$ cat src/crs_pkg.sv
/*
  package for the cpu register set: constants, command and state types.
  assumes one clock domain and a unified 64-kbyte memory space outside.
*/
`default_nettype none

package crs_pkg;

  // ==========================================================
  // reset values and fixed addresses
  localparam logic [15:0] SP_RESET = 16'h00ff;
  localparam logic [7:0] H_RESET = 8'h00;
  localparam logic [15:0] RESET_VECTOR = 16'hfffe;
  localparam logic [15:0] PC_RESET = 16'h0000;
  localparam logic [7:0] RSP_LOW = 8'hff;
  localparam logic [7:0] DIRECT_PAGE = 8'h00;
  localparam logic [15:0] ONE16 = 16'h0001;
  localparam logic [7:0] ZERO8 = 8'h00;

  // ==========================================================
  // condition flag layout
  localparam logic [7:0] FLAGS_FIXED = 8'h60;
  localparam logic [7:0] FLAGS_RESET = 8'h68;
  localparam int FLAG_V = 7;
  localparam int FLAG_H = 4;
  localparam int FLAG_I = 3;
  localparam int FLAG_N = 2;
  localparam int FLAG_Z = 1;
  localparam int FLAG_C = 0;

  // ==========================================================
  // stack frame byte indexes, pushed from 0 upward
  localparam logic [2:0] IDX_PCL = 3'h0;
  localparam logic [2:0] IDX_PCH = 3'h1;
  localparam logic [2:0] IDX_X = 3'h2;
  localparam logic [2:0] IDX_A = 3'h3;
  localparam logic [2:0] IDX_CCR = 3'h4;
  localparam logic [2:0] CALL_LAST = 3'h1;
  localparam logic [2:0] INT_LAST = 3'h4;
  localparam logic [2:0] VEC_LAST = 3'h1;

  // ==========================================================
  // types
  typedef enum logic [4:0] {
    OP_NOP = 5'h00,
    OP_FETCH = 5'h01,
    OP_JUMP = 5'h02,
    OP_BRANCH = 5'h03,
    OP_LOAD_A = 5'h04,
    OP_LOAD_X = 5'h05,
    OP_LOAD_H = 5'h06,
    OP_LOAD_HX = 5'h07,
    OP_ALU_A = 5'h08,
    OP_ALU_X = 5'h09,
    OP_MUL = 5'h0a,
    OP_DIV = 5'h0b,
    OP_ADD_IMMEDIATE_TO_STACK = 5'h0c,
    OP_STACK_LOW_BYTE_RESET = 5'h0d,
    OP_LOAD_SP = 5'h0e,
    OP_HX_POST_INC = 5'h0f,
    OP_CALL = 5'h10,
    OP_RETURN = 5'h11,
    OP_INTERRUPT = 5'h12,
    OP_RETURN_INT = 5'h13,
    OP_MOVE = 5'h14,
    OP_LOAD_FLAGS = 5'h15
  } crs_op_type;

  typedef enum logic [3:0] {
    FN_CLR = 4'h0,
    FN_INC = 4'h1,
    FN_DEC = 4'h2,
    FN_COM = 4'h3,
    FN_NEG = 4'h4,
    FN_LSL = 4'h5,
    FN_LSR = 4'h6,
    FN_ASR = 4'h7,
    FN_ROL = 4'h8,
    FN_ROR = 4'h9
  } crs_fn_type;

  typedef enum logic [3:0] {
    ST_VEC_A = 4'h0,
    ST_VEC_D = 4'h1,
    ST_IDLE = 4'h2,
    ST_PUSH = 4'h3,
    ST_PULL_A = 4'h4,
    ST_PULL_D = 4'h5,
    ST_MOVE_RD = 4'h6,
    ST_MOVE_WR = 4'h7
  } crs_state_type;

  typedef struct packed {
    crs_op_type op;
    crs_fn_type fn;
    logic [7:0] data;
    logic [15:0] target;
    logic taken;
  } crs_cmd_type;

  typedef struct packed {
    logic [7:0] acc;
    logic [15:0] index_pair;
    logic [15:0] stack_pointer;
    logic [15:0] program_counter;
    logic [7:0] condition_flags;
  } crs_regs_type;

  typedef struct packed {
    logic rd;
    logic wr;
    logic [15:0] addr;
    logic [7:0] wdata;
  } crs_mem_type;

endpackage

`default_nettype wire

$ cat src/crs_alu.sv
/*
  arithmetic unit for the register set: unary byte ops, multiply, divide.
  assumes purely combinational use from the same clock domain.
*/
`timescale 1ns/10ps
`default_nettype none

module crs_alu
(
  input wire logic [7:0] i_operand,
  input wire crs_pkg::crs_fn_type i_fn,
  input wire logic i_carry,
  input wire logic [7:0] i_acc,
  input wire logic [7:0] i_x,
  input wire logic [7:0] i_h,
  output logic [7:0] o_result,
  output logic o_carry,
  output logic o_overflow,
  output logic [15:0] o_product,
  output logic [7:0] o_quotient,
  output logic [7:0] o_remainder,
  output logic o_div_error
);

  logic [15:0] dividend;
  logic [15:0] quot_full;
  logic [15:0] rem_full;

  // ==========================================================
  // unary byte operations
  always_comb
  begin
    o_result = i_operand;
    o_carry = i_carry;
    o_overflow = 1'b0;
    case (i_fn)
      crs_pkg::FN_CLR:
      begin
        o_result = crs_pkg::ZERO8;
      end
      crs_pkg::FN_INC:
      begin
        o_result = i_operand + 8'h01;
        o_overflow = (i_operand == 8'h7f);
      end
      crs_pkg::FN_DEC:
      begin
        o_result = i_operand - 8'h01;
        o_overflow = (i_operand == 8'h80);
      end
      crs_pkg::FN_COM:
      begin
        o_result = ~i_operand;
        o_carry = 1'b1;
      end
      crs_pkg::FN_NEG:
      begin
        o_result = crs_pkg::ZERO8 - i_operand;
        o_carry = (i_operand != crs_pkg::ZERO8);
        o_overflow = (i_operand == 8'h80);
      end
      crs_pkg::FN_LSL:
      begin
        o_result = {i_operand[6:0], 1'b0};
        o_carry = i_operand[7];
      end
      crs_pkg::FN_LSR:
      begin
        o_result = {1'b0, i_operand[7:1]};
        o_carry = i_operand[0];
      end
      crs_pkg::FN_ASR:
      begin
        o_result = {i_operand[7], i_operand[7:1]};
        o_carry = i_operand[0];
      end
      crs_pkg::FN_ROL:
      begin
        o_result = {i_operand[6:0], i_carry};
        o_carry = i_operand[7];
      end
      crs_pkg::FN_ROR:
      begin
        o_result = {i_carry, i_operand[7:1]};
        o_carry = i_operand[0];
      end
      default:
      begin
        o_result = i_operand;
      end
    endcase
  end

  // ==========================================================
  // multiply and divide
  assign o_product = i_x * i_acc;
  assign dividend = {i_h, i_acc};
  assign quot_full = (i_x == crs_pkg::ZERO8) ? 16'h0000 : dividend / {8'h00, i_x};
  assign rem_full = (i_x == crs_pkg::ZERO8) ? 16'h0000 : dividend % {8'h00, i_x};
  assign o_quotient = quot_full[7:0];
  assign o_remainder = rem_full[7:0];
  assign o_div_error = (i_x == crs_pkg::ZERO8) || (quot_full[15:8] != crs_pkg::ZERO8);

endmodule

`default_nettype wire

$ cat src/crs_register_set.sv
/*
  programmer register set: accumulator, index pair, stack pointer,
  program counter and condition flags, with stack and vector sequencing.
  assumes a decoder issues commands when o_busy is low and a memory that
  returns read data one clock after o_mem.rd.
*/
// Function
// - 8-bit accumulator, alu operand, reset keeps
// - index pair from high and low bytes
// - indexed uses full pair; some ops low
// - reset clears high index, keeps low
// - low index byte supports unary ops
// - stack pointer addresses next free location
// - reset loads stack pointer with 00ff
// - add signed immediate to stack pointer
// - stack reset changes low byte only
// - program counter increments on each fetch
// - jump branch interrupt return load target
// - reset loads pc from top vector
// - calls push pc; interrupts push registers
// - one flat 64-kbyte address space
// - direct mode reaches lowest page only
// - registers not in memory map
// - 8x8 multiply and 16/8 divide
// - relative uses signed 8-bit displacement
// - five index submodes, one auto-increment
// - memory to memory moves
// - flag bits 6 and 5 fixed one
// - interrupt mask set after stacking
// - taken branch adds sign-extended displacement
`timescale 1ns/10ps
`default_nettype none

module crs_register_set
(
  input wire logic i_clock,
  input wire logic i_reset_n,
  input wire logic i_cmd_valid,
  input wire crs_pkg::crs_cmd_type i_cmd,
  input wire logic [7:0] i_mem_rdata,
  output logic o_busy,
  output crs_pkg::crs_mem_type o_mem,
  output logic [15:0] o_direct_addr,
  output crs_pkg::crs_regs_type o_regs
);

  crs_pkg::crs_state_type state_q;
  logic [2:0] cnt_q;
  logic [2:0] last_q;
  logic is_int_q;
  logic [15:0] target_q;
  logic [15:0] vec_base_q;
  logic [15:0] move_src_q;
  logic [7:0] move_dst_q;
  logic [7:0] acc_q;
  logic [7:0] h_q;
  logic [7:0] x_q;
  logic [15:0] sp_q;
  logic [15:0] pc_q;
  logic [7:0] flags_q;
  logic take;
  crs_pkg::crs_op_type op;
  logic [7:0] alu_in;
  logic [7:0] alu_res;
  logic alu_c;
  logic alu_v;
  logic [15:0] product;
  logic [7:0] quotient;
  logic [7:0] remainder;
  logic div_err;
  logic [15:0] hx_inc;
  logic push_done;

  function automatic logic [15:0] sext8(input logic [7:0] v);
    return {{8{v[7]}}, v};
  endfunction

  function automatic logic [7:0] nz_flags(input logic [7:0] f, input logic [7:0] r);
    logic [7:0] o;
    o = f;
    o[crs_pkg::FLAG_N] = r[7];
    o[crs_pkg::FLAG_Z] = (r == crs_pkg::ZERO8);
    return o;
  endfunction

  assign take = i_cmd_valid && (state_q == crs_pkg::ST_IDLE);
  assign op = i_cmd.op;
  assign hx_inc = {h_q, x_q} + crs_pkg::ONE16;
  assign push_done = (state_q == crs_pkg::ST_PUSH) && (cnt_q == last_q);
  assign alu_in = (op == crs_pkg::OP_ALU_X) ? x_q : acc_q;

  // ==========================================================
  // arithmetic unit
  // multiply divide unit
  crs_alu u_alu
  (
    .i_operand(alu_in),
    .i_fn(i_cmd.fn),
    .i_carry(flags_q[crs_pkg::FLAG_C]),
    .i_acc(acc_q),
    .i_x(x_q),
    .i_h(h_q),
    .o_result(alu_res),
    .o_carry(alu_c),
    .o_overflow(alu_v),
    .o_product(product),
    .o_quotient(quotient),
    .o_remainder(remainder),
    .o_div_error(div_err)
  );

  // ==========================================================
  // sequencer
  always_ff @(posedge i_clock or negedge i_reset_n)
  begin
    if (!i_reset_n)
    begin
      state_q <= crs_pkg::ST_VEC_A;
      cnt_q <= 3'h0;
    end
    else
    begin
      case (state_q)
        crs_pkg::ST_IDLE:
        begin
          if (take && (op == crs_pkg::OP_CALL || op == crs_pkg::OP_INTERRUPT))
          begin
            state_q <= crs_pkg::ST_PUSH;
            cnt_q <= 3'h0;
          end
          else if (take && op == crs_pkg::OP_RETURN)
          begin
            state_q <= crs_pkg::ST_PULL_A;
            cnt_q <= crs_pkg::CALL_LAST;
          end
          else if (take && op == crs_pkg::OP_RETURN_INT)
          begin
            state_q <= crs_pkg::ST_PULL_A;
            cnt_q <= crs_pkg::INT_LAST;
          end
          else if (take && op == crs_pkg::OP_MOVE)
          begin
            state_q <= crs_pkg::ST_MOVE_RD;
          end
        end
        crs_pkg::ST_PUSH:
        begin
          if (cnt_q != last_q)
          begin
            cnt_q <= cnt_q + 3'h1;
          end
          else if (is_int_q)
          begin
            state_q <= crs_pkg::ST_VEC_A;
            cnt_q <= 3'h0;
          end
          else
          begin
            state_q <= crs_pkg::ST_IDLE;
          end
        end
        crs_pkg::ST_PULL_A:
        begin
          state_q <= crs_pkg::ST_PULL_D;
        end
        crs_pkg::ST_PULL_D:
        begin
          if (cnt_q == 3'h0)
          begin
            state_q <= crs_pkg::ST_IDLE;
          end
          else
          begin
            cnt_q <= cnt_q - 3'h1;
            state_q <= crs_pkg::ST_PULL_A;
          end
        end
        crs_pkg::ST_VEC_A:
        begin
          state_q <= crs_pkg::ST_VEC_D;
        end
        crs_pkg::ST_VEC_D:
        begin
          if (cnt_q == crs_pkg::VEC_LAST)
          begin
            state_q <= crs_pkg::ST_IDLE;
          end
          else
          begin
            cnt_q <= cnt_q + 3'h1;
            state_q <= crs_pkg::ST_VEC_A;
          end
        end
        crs_pkg::ST_MOVE_RD:
        begin
          state_q <= crs_pkg::ST_MOVE_WR;
        end
        default:
        begin
          state_q <= crs_pkg::ST_IDLE;
        end
      endcase
    end
  end

  // ==========================================================
  // latched command operands
  always_ff @(posedge i_clock or negedge i_reset_n)
  begin
    if (!i_reset_n)
    begin
      last_q <= 3'h0;
      is_int_q <= 1'b0;
      target_q <= crs_pkg::PC_RESET;
      vec_base_q <= crs_pkg::RESET_VECTOR;
      move_src_q <= crs_pkg::PC_RESET;
      move_dst_q <= crs_pkg::ZERO8;
    end
    else if (take)
    begin
      last_q <= (op == crs_pkg::OP_INTERRUPT) ? crs_pkg::INT_LAST : crs_pkg::CALL_LAST;
      is_int_q <= (op == crs_pkg::OP_INTERRUPT);
      target_q <= i_cmd.target;
      move_src_q <= i_cmd.target;
      move_dst_q <= i_cmd.data;
      if (op == crs_pkg::OP_INTERRUPT)
      begin
        vec_base_q <= i_cmd.target;
      end
    end
  end

  // ==========================================================
  // memory port
  always_comb
  begin
    o_mem = '0;
    case (state_q)
      crs_pkg::ST_IDLE:
      begin
        o_mem.rd = take && (op == crs_pkg::OP_FETCH);
        o_mem.addr = pc_q;
      end
      crs_pkg::ST_VEC_A:
      begin
        o_mem.rd = 1'b1;
        o_mem.addr = vec_base_q | {13'h0000, cnt_q};
      end
      crs_pkg::ST_PUSH:
      begin
        o_mem.wr = 1'b1;
        o_mem.addr = sp_q;
        if (cnt_q == crs_pkg::IDX_PCL)
          o_mem.wdata = pc_q[7:0];
        else if (cnt_q == crs_pkg::IDX_PCH)
          o_mem.wdata = pc_q[15:8];
        else if (cnt_q == crs_pkg::IDX_X)
          o_mem.wdata = x_q;
        else if (cnt_q == crs_pkg::IDX_A)
          o_mem.wdata = acc_q;
        else
          o_mem.wdata = flags_q;
      end
      crs_pkg::ST_PULL_A:
      begin
        o_mem.rd = 1'b1;
        o_mem.addr = sp_q + crs_pkg::ONE16;
      end
      crs_pkg::ST_MOVE_RD:
      begin
        o_mem.rd = 1'b1;
        o_mem.addr = move_src_q;
      end
      crs_pkg::ST_MOVE_WR:
      begin
        o_mem.wr = 1'b1;
        o_mem.addr = {crs_pkg::DIRECT_PAGE, move_dst_q};
        o_mem.wdata = i_mem_rdata;
      end
      default:
      begin
        o_mem = '0;
      end
    endcase
  end

  assign o_direct_addr = {crs_pkg::DIRECT_PAGE, i_cmd.data};

  // ==========================================================
  // program counter
  always_ff @(posedge i_clock or negedge i_reset_n)
  begin
    if (!i_reset_n)
      pc_q <= crs_pkg::PC_RESET;
    else if (state_q == crs_pkg::ST_VEC_D && cnt_q == 3'h0)
      pc_q <= {i_mem_rdata, pc_q[7:0]};
    else if (state_q == crs_pkg::ST_VEC_D)
      pc_q <= {pc_q[15:8], i_mem_rdata};
    else if (push_done && !is_int_q)
      pc_q <= target_q;
    else if (state_q == crs_pkg::ST_PULL_D && cnt_q == crs_pkg::IDX_PCH)
      pc_q <= {i_mem_rdata, pc_q[7:0]};
    else if (state_q == crs_pkg::ST_PULL_D && cnt_q == crs_pkg::IDX_PCL)
      pc_q <= {pc_q[15:8], i_mem_rdata};
    else if (take && op == crs_pkg::OP_FETCH)
      pc_q <= pc_q + crs_pkg::ONE16;
    else if (take && op == crs_pkg::OP_JUMP)
      pc_q <= i_cmd.target;
    else if (take && op == crs_pkg::OP_BRANCH && i_cmd.taken)
      pc_q <= pc_q + sext8(i_cmd.data);
  end

  // ==========================================================
  // stack pointer
  always_ff @(posedge i_clock or negedge i_reset_n)
  begin
    if (!i_reset_n)
      sp_q <= crs_pkg::SP_RESET;
    else if (state_q == crs_pkg::ST_PUSH)
      sp_q <= sp_q - crs_pkg::ONE16;
    else if (state_q == crs_pkg::ST_PULL_A)
      sp_q <= sp_q + crs_pkg::ONE16;
    else if (take && op == crs_pkg::OP_ADD_IMMEDIATE_TO_STACK)
      sp_q <= sp_q + sext8(i_cmd.data);
    else if (take && op == crs_pkg::OP_STACK_LOW_BYTE_RESET)
      sp_q <= {sp_q[15:8], crs_pkg::RSP_LOW};
    else if (take && op == crs_pkg::OP_LOAD_SP)
      sp_q <= i_cmd.target;
  end

  // ==========================================================
  // index pair high byte
  always_ff @(posedge i_clock or negedge i_reset_n)
  begin
    if (!i_reset_n)
      h_q <= crs_pkg::H_RESET;
    else if (take && op == crs_pkg::OP_LOAD_H)
      h_q <= i_cmd.data;
    else if (take && op == crs_pkg::OP_LOAD_HX)
      h_q <= i_cmd.target[15:8];
    else if (take && op == crs_pkg::OP_HX_POST_INC)
      h_q <= hx_inc[15:8];
    else if (take && op == crs_pkg::OP_DIV && !div_err)
      h_q <= remainder;
  end

  // ==========================================================
  // index pair low byte, kept over reset
  always_ff @(posedge i_clock)
  begin
    if (state_q == crs_pkg::ST_PULL_D && cnt_q == crs_pkg::IDX_X)
      x_q <= i_mem_rdata;
    else if (take && op == crs_pkg::OP_LOAD_X)
      x_q <= i_cmd.data;
    else if (take && op == crs_pkg::OP_LOAD_HX)
      x_q <= i_cmd.target[7:0];
    else if (take && op == crs_pkg::OP_HX_POST_INC)
      x_q <= hx_inc[7:0];
    else if (take && op == crs_pkg::OP_ALU_X)
      x_q <= alu_res;
    else if (take && op == crs_pkg::OP_MUL)
      x_q <= product[15:8];
  end

  // ==========================================================
  // accumulator, kept over reset
  always_ff @(posedge i_clock)
  begin
    if (state_q == crs_pkg::ST_PULL_D && cnt_q == crs_pkg::IDX_A)
      acc_q <= i_mem_rdata;
    else if (take && op == crs_pkg::OP_LOAD_A)
      acc_q <= i_cmd.data;
    else if (take && op == crs_pkg::OP_ALU_A)
      acc_q <= alu_res;
    else if (take && op == crs_pkg::OP_MUL)
      acc_q <= product[7:0];
    else if (take && op == crs_pkg::OP_DIV && !div_err)
      acc_q <= quotient;
  end

  // ==========================================================
  // condition flags
  always_ff @(posedge i_clock or negedge i_reset_n)
  begin
    if (!i_reset_n)
      flags_q <= crs_pkg::FLAGS_RESET;
    else if (state_q == crs_pkg::ST_PULL_D && cnt_q == crs_pkg::IDX_CCR)
      flags_q <= i_mem_rdata | crs_pkg::FLAGS_FIXED;
    else if (push_done && is_int_q)
      flags_q <= flags_q | (8'h01 << crs_pkg::FLAG_I);
    else if (take && op == crs_pkg::OP_LOAD_FLAGS)
      flags_q <= i_cmd.data | crs_pkg::FLAGS_FIXED;
    else if (take && (op == crs_pkg::OP_ALU_A || op == crs_pkg::OP_ALU_X))
    begin
      flags_q <= nz_flags(flags_q, alu_res);
      flags_q[crs_pkg::FLAG_C] <= alu_c;
      flags_q[crs_pkg::FLAG_V] <= alu_v;
    end
    else if (take && (op == crs_pkg::OP_LOAD_A || op == crs_pkg::OP_LOAD_X))
    begin
      flags_q <= nz_flags(flags_q, i_cmd.data);
      flags_q[crs_pkg::FLAG_V] <= 1'b0;
    end
    else if (take && op == crs_pkg::OP_MUL)
    begin
      flags_q[crs_pkg::FLAG_C] <= 1'b0;
      flags_q[crs_pkg::FLAG_H] <= 1'b0;
    end
    else if (take && op == crs_pkg::OP_DIV)
    begin
      flags_q[crs_pkg::FLAG_C] <= div_err;
      flags_q[crs_pkg::FLAG_Z] <= !div_err && (quotient == crs_pkg::ZERO8);
    end
  end

  // ==========================================================
  // outputs
  // visible only as ports
  assign o_busy = (state_q != crs_pkg::ST_IDLE);
  assign o_regs.acc = acc_q;
  assign o_regs.index_pair = {h_q, x_q};
  assign o_regs.stack_pointer = sp_q;
  assign o_regs.program_counter = pc_q;
  assign o_regs.condition_flags = flags_q | crs_pkg::FLAGS_FIXED;

endmodule

`default_nettype wire

$ cat config.mk
export PLATFORM = sky130hd
export DESIGN_NAME = crs_register_set
export DESIGN_NICKNAME = d
export VERILOG_FILES = /design/src/crs_pkg.sv /design/src/crs_alu.sv /design/src/crs_register_set.sv
export SDC_FILE = /design/constraint.sdc
export NUM_CORES = 1
export LEC_CHECK = 0
export BUFFER_PORTS_ARGS = -buffer_cell sky130_fd_sc_hd__buf_2
export CAP_MARGIN = 20
export CORE_AREA = 3 3 156 233
export CTS_BUF_LIST = sky130_fd_sc_hd__clkbuf_4
export DETAILED_ROUTE_END_ITERATION = 8
export DIE_AREA = 0 0 159 236
export HOLD_SLACK_MARGIN = 0.05
export PLACE_DENSITY = 0.78
export SLEW_MARGIN = 5
export SYNTH_ARGS = -nofsm -noshare
export SYNTH_HDL_FRONTEND = slang
export SYNTH_HIERARCHICAL = 1
export SYNTH_SLANG_ARGS = --single-unit
$ cat constraint.sdc
create_clock -name i_clock -period 31.8 [get_ports i_clock]
set_input_delay 6.36 -clock i_clock [delete_from_list [all_inputs] [get_ports i_clock]]
set_output_delay 6.36 -clock i_clock [all_outputs]
set_load 0.005 [all_outputs]
# Yosys cells after proc, flatten, opt, wreduce, memory -nomap -nowiden

Cells that the tools add are included.

Bits in registers: 115
Bits in latches: 0
RAM bits: 0
ROM bits: 0
Input port bits: 45
Output and inout bits: 107
Word-level logic and storage cells: 251
Memories kept: 0

Add/sub/neg operators: 11
$mul: 1
Divide/modulo/power cells: 2
Order comparisons: 0
Eq/ne operators: 62
Shift operators: 0
Muxes and demuxes: 72
Bitwise gates (word level): 3
Reduce and logical (&&, ||, !) cells: 80

Operator list:

| cell                                                             | number |
|---|---|
| 16-bit two-way mux                                               | 14 |
| 8-bit two-way mux                                                | 25 |
| 16-bit case mux with 6 select lines                              | 1 |
| 8-bit case mux with 10 select lines                              | 1 |
| 16-bit by 1-bit adder with 16-bit output (second input constant) | 3 |
| 5-bit by 4-bit == test with 1-bit output (second input constant) | 8 |
| 1-bit logical AND                                                | 35 |
| 16-bit adder                                                     | 2 |
| 4-bit by 3-bit == test with 1-bit output (second input constant) | 8 |
| 8-bit zero test                                                  | 4 |
| 5-bit == test (second input constant)                            | 6 |
| 3-bit two-way mux                                                | 10 |
| 4-bit case mux with 7 select lines                               | 1 |
| 5-bit by 3-bit == test with 1-bit output (second input constant) | 4 |
| 4-bit two-way mux                                                | 5 |
| 5-bit nonzero test                                               | 4 |
| 6-bit nonzero test                                               | 3 |
| 16-bit by 8-bit divider with 16-bit output                       | 1 |
| 4-bit by 2-bit == test with 1-bit output (second input constant) | 4 |
| 16-bit by 8-bit remainder unit with 16-bit output                | 1 |
| 8-bit by 8-bit multiplier with 16-bit output                     | 1 |
| 16-bit by 3-bit bitwise OR with 16-bit output                    | 1 |
| 8-bit case mux with 2 select lines                               | 1 |
| 4-bit nonzero test                                               | 4 |
| 45 further kinds                                                 | 84 |

# Logic depth before layout (Yosys ltp)

Gate-level depths: netlist of the first run.

Word-level depth: 13
Mapped depth: 156
Gate-level depth less buffers: 146

# Cells and area by module

The synthesis of the first run kept the hierarchy.

By module, submodules not included:

| module           | instances | cells each | area each (µm²) | seq. area each (µm²) |
|---|---|---|---|---|
| crs_register_set | 1         | 1453       | 11168.2         | 2889.0 |
| crs_alu          | 1         | 1214       | 8698.3          | 0.0 |

# Worst setup path before layout of the first run

Ideal clock, no wire load.

Path kind: register to register
From: register x_q[4]
To: register h_q[6]
Library setup time: 0.082 ns
Data arrival time: 30.547 ns
Data required time: 31.718 ns
Setup slack: 1.171 ns
Stages on the path, launching flop included: 147
Path buffers: 12
Period minus slack after synthesis: 30.629 ns
Path through: edfxtp_1 buf_2 nor4_1 nand2_1 nor2_1 a21oi_1 a21oi_1 ha_1 or4b_2 o311ai_0 a211oi_1 ha_1 a21oi_1 nand3_1 a22o_1 nand2_1 ha_1 a21o_1 [... 111 more ...] nor4b_4 mux2_2 ha_1 nor2b_1 o21ai_0 nand2b_1 a21o_1 a21oi_1 o21ai_0 a21o_1 a21oi_1 nor4bb_1 nand2_1 nor3_1 a22o_1 nor2_1 a211o_1 a31oi_1

Elaborated cells on any way between the ends: 15
Those cells by class: 1 x add/sub; 2 x div; 6 x mux; 6 x reduce/logical

RTL lines:

| element                                                                              | line                    | RTL |
|---|---|---|
| start: declaration                                                                   | crs_register_set.sv:57  | `logic [7:0] x_q;` |
| start signal: assignment                                                             | crs_register_set.sv:352 | `x_q <= i_mem_rdata;` |
| start signal: assignment                                                             | crs_register_set.sv:354 | `x_q <= i_cmd.data;` |
| start signal: assignment                                                             | crs_register_set.sv:356 | `x_q <= i_cmd.target[7:0];` |
| 16-bit by 8-bit remainder unit with 16-bit output or 8-bit zero test (tied branches) | crs_alu.sv:99           | `assign rem_full = (i_x == crs_pkg::ZERO8) ? 16'h0000 : dividend % {8'h00, i_x};` |
| 8-bit two-way mux *                                                                  | crs_alu.sv:99           |  |
| named net remainder[6]                                                               | crs_register_set.sv:69  | `logic [7:0] remainder;` |
| 8-bit two-way mux *                                                                  | crs_register_set.sv:343 | `else if (take && op == crs_pkg::OP_DIV && !div_err)` |
| 8-bit two-way mux *                                                                  | crs_register_set.sv:341 | `else if (take && op == crs_pkg::OP_HX_POST_INC)` |
| 8-bit two-way mux *                                                                  | crs_register_set.sv:339 | `else if (take && op == crs_pkg::OP_LOAD_HX)` |
| 8-bit two-way mux *                                                                  | crs_register_set.sv:337 | `else if (take && op == crs_pkg::OP_LOAD_H)` |
| end signal: assignment                                                               | crs_register_set.sv:338 | `h_q <= i_cmd.data;` |
| end signal: assignment                                                               | crs_register_set.sv:340 | `h_q <= i_cmd.target[15:8];` |
| end signal: assignment                                                               | crs_register_set.sv:342 | `h_q <= hx_inc[15:8];` |
| end: declaration                                                                     | crs_register_set.sv:56  | `logic [7:0] h_q;` |

The timed path passes the listed nets; every way through them passes the cells marked *. The select of a mux whose other input is x is not followed.
A chain may end at the register's enable or synchronous reset.

# Final worst setup path of the first run

From: register x_q[7]
To: register h_q[0]

The elaborated chain is that of the path after synthesis.

==> metrics.yaml, run 1 <==
status:
  status: "finished clean"
worst_setup_path:
  startpoint: "x_q[7]"
  r2r_cells: 141
  r2r_start: "x_q[7]"
  cp-start-kind: "register"
  required_ns: 32.27
  worst_path_most_repeated_cell: "o21a_1"
  path_class: "register to register"
  cp_data_arrival_time_ns: 30.73
  slowest_delay_ns: 0.71
  cp_slowest_cell: "nor4_1"
  rrSetupSlack_ns: 1.53
  worstPathMaxFanout: 14
  worstSetupEndpointType: "register"
  reg2reg_to: "h_q[0]"
placement:
  place_ws_ns: -0.158
  dp_hpwl_mm: 59.9
  numPortBuffers: 141
  gp_congestion: 1.06
global_routing:
  antenna_found_initial: 3
  grt_overflow: 0
  grt_pass1_wl_mm: 121
  grt_pass1_vias: 21117
  groute.usage.overall_pct: 40.8
  grt_max_degree: 67
routing:
  wirelength_mm: 80.7
  dr.pass1.iters: 7
  ant_nets: 0
  wl_per_cell_um: 25.2
  vias_per_cell: 6.94
  dr_total_vias: 22246
  drc: 0
  first_iter_violations: 2601
final_layout:
  fillCellCount: 3280
  syn_to_final_growth_pct: 7.62
  drive_gt1_share_pct: 15.5
  nets: 3003
clocking:
  clk_pin_slew_ns: 0.20
  clk_latency_ns: 0.60
  cts_buffers: 9
  cts.htree.levels: 3
  clockBufferDepth: 2
  cts_sinks: 111
  cts_root_buf: "clkbuf_4"
  cts_tree: "yes"
  ctsHoldBuffers: 0
worst_hold_path:
  min_from: "move_dst_q[0]"
  whs_path_depth: 2
  worst_hold_path_type: "register to register"
  min_to: "move_dst_q[0]"
floorplanning:
  dieArea_um2: 37500
  core_area_um2: 34500
  start_util_pct: 57.6
  io_pins: 152
  placement_rows: 83
  dieWidth_um: 159
  dieHeight_um: 236
timing:
  holdWs_ns: 0.512
  setup_viol: 0
  setup_ws_ns: 1.53
  hold_viol: 0
  fmaxAchievable_mhz: 33.0
  worst_slew_pin_slew_ns: 1.07
  post-route-period-util_pct: 95.2
  layout_min_cycle_time_ns: 30.27
  drv_slew: 0
  relSlewSlack_pct: 26.9
  clock_skew_ns: 0.0317
synth:
  synthFlopType: "dfrtp_1"
  synth_top_area_share_pct: 11.8
  synth_edf_count: 16
  yosysTopAreaCell: "ha_1"
  async_flop_share_pct: 85.6
  synth_common_cells: "nand2_1 (285), nor2_1 (275), a21oi_1 (189)"
  ys_seq_elements: 111
  synth_most_common_cell: "nand2_1"
  syn_inst: 2667
  synthesis.area_um2: 19900
  synth_seq_area_share_pct: 14.5
  yosys-top-cells-area: "ha_1 (12%), dfrtp_1 (8.8%), nand2_1 (5.4%)"
  avgSynthCellArea_um2: 7.45
  yosysWarnings: 6
  ys_types: 114
flow_run:
  timing.max_cap.violations: 0
## layer usage
metal	track usage (%)	part of all wire (%)	vias to the layer above
li1	-	-	9988
met1	44.8	34	10454
met2	68.4	47	1363
met3	8.52	9.2	439
met4	32.1	9.3	2
met5	0	0.015	-
## cell usage in the layout (no fill, tap or decap), drive strengths merged, types with 16 or more instances in the layout
cell,Yosys,layout
a211oi,42,42
a21o,34,34
a21oi,191,192
a221oi,18,18
a22oi,16,16
a31oi,43,43
and2,24,24
buf,51,214
dfrtp,70,70
dfstp,25,25
edfxtp,16,16
fa,40,40
ha,187,187
inv,129,133
mux2,61,61
mux2i,54,54
nand2,285,285
nand2b,34,34
nand3,67,67
nand4,35,35
nor2,277,277
nor2b,36,36
nor3,95,95
nor4,33,33
o211ai,30,30
o21a,54,54
o21ai,142,142
o221ai,23,23
o22ai,33,33
o31ai,24,24
or2,20,20
or3,29,29
xnor2,69,69
xor2,34,34
## critical path: cells and delay by family (launching register included)
family | cells | cell delay [ns]
adder cells (fa/ha/maj) | 15 | 4.69
AND/OR/NAND/NOR | 43 | 8.42
multiplexers | 5 | 1.88
AO/OA/AOI/OAI | 71 | 13.58
buffers and inverters | 7 | 1.11
flip-flops | 1 | 0.43
## sequential cells by signal (all words and copies together) (netlist names)
register	cells
last_q	2
vec_base_q	16
acc_q	8
cnt_q	3
sp_q	16
flags_q	7
state_q	3
x_q	8
h_q	8
pc_q	16
move_src_q	16
move_dst_q	8
## what timing repair did
action | in CTS | in global routing
gates resized for setup | 3 | 41
setup endpoints to repair | 6 | 10
buffers inserted | 0 | 17
pin swaps | 0 | 7
gates cloned | 0 | 3
## kinds of logic after synthesis
kind of cell	Yosys count	synth area share, %
AND/OR/NAND/NOR	1008	24.9
AO/OA/AOI/OAI	797	27.3
buffers and inverters	301	6.32
adder cells (fa/ha/maj)	227	15.8
multiplexers	118	6.60
flip-flops	111	14.5
XOR/XNOR	103	4.54
other	2	0.0378
## worst max path at each step
stage,end,slack (ns),cells past startpoint
6_report,h_q[0],1.53,141
5_1_grt,flags_q[1],-0.08,143
4_1_cts,h_q[0],0.13,140
3_5_place_dp,flags_q[1],-0.16,142
3_3_place_gp,flags_q[1],0.90,141
2_1_floorplan,h_q[6],1.17,146
## metrics by stage
step	std cells	TNS, ns	instance area (µm²)	util [%]
floorplan	2675	0	19900	-
global placement	3167	0	20900	60.6
detailed placement	3167	-0.158	20900	60.6
CTS	3183	0	21000	61.0
global route	3204	-0.251	21400	62.0
finish	3204	0	21400	62.0
## area by class of cell
| class | count | area [µm²] | share of cell area [%] |
|---|---|---|---|
| clock buffers | 9 | 67.6 | 0.316 |
| repair buffers | 214 | 1260 | 5.88 |
| inverters | 130 | 488 | 2.28 |
| diodes | 1 | 2.50 | 0.0117 |
| clock inverters | 7 | 73.8 | 0.345 |
| flip-flops and latches | 111 | 2890 | 13.5 |
| multi-input cells | 2265 | 16000 | 74.9 |
| well taps | 467 | 584 | 2.73 |
Power of run 1 is left out: the tool's default activity adds up to more than one toggle a clock period on the data nets, which glitch-free logic cannot reach.
==> run 2, diff against run 1 <==
==> constraint.sdc (replaced) <==
create_clock -name i_clock -period 31.8 [get_ports i_clock]
set_input_delay 3.18 -clock i_clock [delete_from_list [all_inputs] [get_ports i_clock]]
set_output_delay 3.18 -clock i_clock [all_outputs]
set_load 0.005 [all_outputs]
==> run 2 against run 1 <==
Wire length decreased by 0.18%. Highest routed layer unchanged. Clock skew decreased by 0.0076 ns. Design area increased by 0.35%. Register-to-register slack improved by 0.08 ns. Critical path depth unchanged. Final cell count increased by 0.19%. Sequential share of layout area about the same. Largest cell class unchanged. Sequential cell count unchanged. Worst hold slack improved by 0.0092 ns. Via count decreased by 0.52%. Count of clock-buffer cells in the layout unchanged. Global-route usage decreased by 0.22 points.
==> metrics.yaml, run 2 (same netlist as run 1, synthesis figures left out) <==
status:
  status: "finished clean"
worst_setup_path:
  cp_top_family: "compound AO/OA/AOI/OAI gates"
  worstSetupEndpointType: "register"
  required_ns: 32.32
  crit_buf_inv: 4
  slowest_delay_ns: 0.62
  cp-start-kind: "register"
  cp_slowest_cell: "or4b_2"
  worst_path_most_repeated_cell: "o21a_1"
  cp_data_arrival_time_ns: 30.71
  path_class: "register to register"
  worstPathMaxFanout: 14
placement:
  gp_congestion: 1.06
  dp_hpwl_mm: 59.8
  dpl_cell_area_um2: 20900
  numPortBuffers: 141
final_layout:
  nets: 3009
  fillCellCount: 3304
  multi_input_area_um2: 16000
  fin_area_um2: 21500
  layout_common_cells: "nand2_1 (283), nor2_1 (272), a21oi_1 (185)"
  mostFrequentLayoutCell: "nand2_1"
  seqCellArea_um2: 2890
  postLayoutCoreUtil_pct: 62.2
  drive_gt1_share_pct: 15.7
  syn_to_final_growth_pct: 7.99
worst_hold_path:
  worst_hold_path_type: "register to register"
routing:
  first_iter_violations: 2046
  wl_per_cell_um: 25.1
  drc: 0
  vias_per_cell: 6.89
  dr.pass1.iters: 7
  wirelength_mm: 80.5
  ant_nets: 0
  dr_total_vias: 22130
floorplanning:
  io_pins: 152
  dieWidth_um: 159
  dieArea_um2: 37500
  dieHeight_um: 236
  placement_rows: 83
  core_area_um2: 34500
  start_util_pct: 57.6
global_routing:
  grt_max_degree: 67
  groute.usage.overall_pct: 40.6
  grt_pass1_wl_mm: 121
  grt_overflow: 0
  grt_pass1_vias: 21514
  antenna_found_initial: 4
timing:
  worst_slew_pin_slew_ns: 1.07
  hold_viol: 0
  setup_viol: 0
  holdWs_ns: 0.521
  layout_min_cycle_time_ns: 30.19
  tns_ns: 0
  relSlewSlack_pct: 26.6
  fmaxAchievable_mhz: 33.1
  clock_skew_ns: 0.0241
  post-route-period-util_pct: 94.9
  drv_slew: 0
clocking:
  cts_buffers: 9
  clockBufferDepth: 2
  cts_root_buf: "clkbuf_4"
  ctsHoldBuffers: 0
  cts_tree: "yes"
  cts.htree.levels: 3
  clk_pin_slew_ns: 0.21
  clk_latency_ns: 0.58
  cts_sinks: 111
flow_run:
  timing.max_cap.violations: 0
==> run 2: cell count changes in the layout (fill, tap and decap cells not counted), sizes merged <==
| cell | previous run | this run |
|---|---|---|
| clkinv | 4 | 3 |
| inv | 133 | 134 |
| buf | 214 | 220 |
==> run 2: cell type report <==
| cell class | count | share of cell area (%) |
|---|---|---|
| clock buffers | 9 | 0.315 |
| well taps | 467 | 2.72 |
| clock inverters | 7 | 0.379 |
| multi-input cells | 2265 | 74.7 |
| diodes | 1 | 0.0117 |
| repair buffers | 220 | 6.10 |
| inverters | 130 | 2.27 |
| flip-flops and latches | 111 | 13.5 |
==> run 2: what timing repair did <==
action	CTS	global route
hold endpoints to repair	0	0
pin swaps	0	10
cloned	0	2
resized for setup	3	46
buffers inserted	0	26
endpoints found under the setup margin	8	10
==> run 2: worst paths after layout <==
check	start	to	slack (ns)	cells past startpoint
worst min register to register	move_dst_q[3]	move_dst_q[3]	0.52	2
worst max-delay path	x_q[7]	flags_q[1]	1.61	141
max in group asynchronous	i_reset_n	state_q[2]	27.99	2
worst max register to register	x_q[7]	flags_q[1]	1.61	141
worst min-delay path	move_dst_q[3]	move_dst_q[3]	0.52	2
min in group asynchronous	i_reset_n	sp_q[14]	2.50	1
==> run 2: layer usage <==
metal	share of wire [%]	up-vias	routed length (µm)	track usage (%)
met5	0.034	-	27	0
met4	10	4	8240	35.0
met3	8.9	451	7130	8.15
met2	46	1331	37300	67.9
met1	35	10361	27800	43.6
li1	-	9983	-	-
==> run 2: worst min-delay path: cells and delay by family, from the launching register on <==
kind | cells | cell delay, ns
flip-flops | 1 | 0.40
AND/OR/NAND/NOR | 2 | 0.11
==> run 2: per-stage QoR <==
step	worst slack, ns	std cells
3_5_place_dp	-0.187	3165
2_1_floorplan	1.17	2675
5_1_grt	-0.108	3210
3_3_place_gp	0.916	3165
4_1_cts	0.0434	3181
6_report	1.61	3210
Power of run 2 is left out for the same reason.
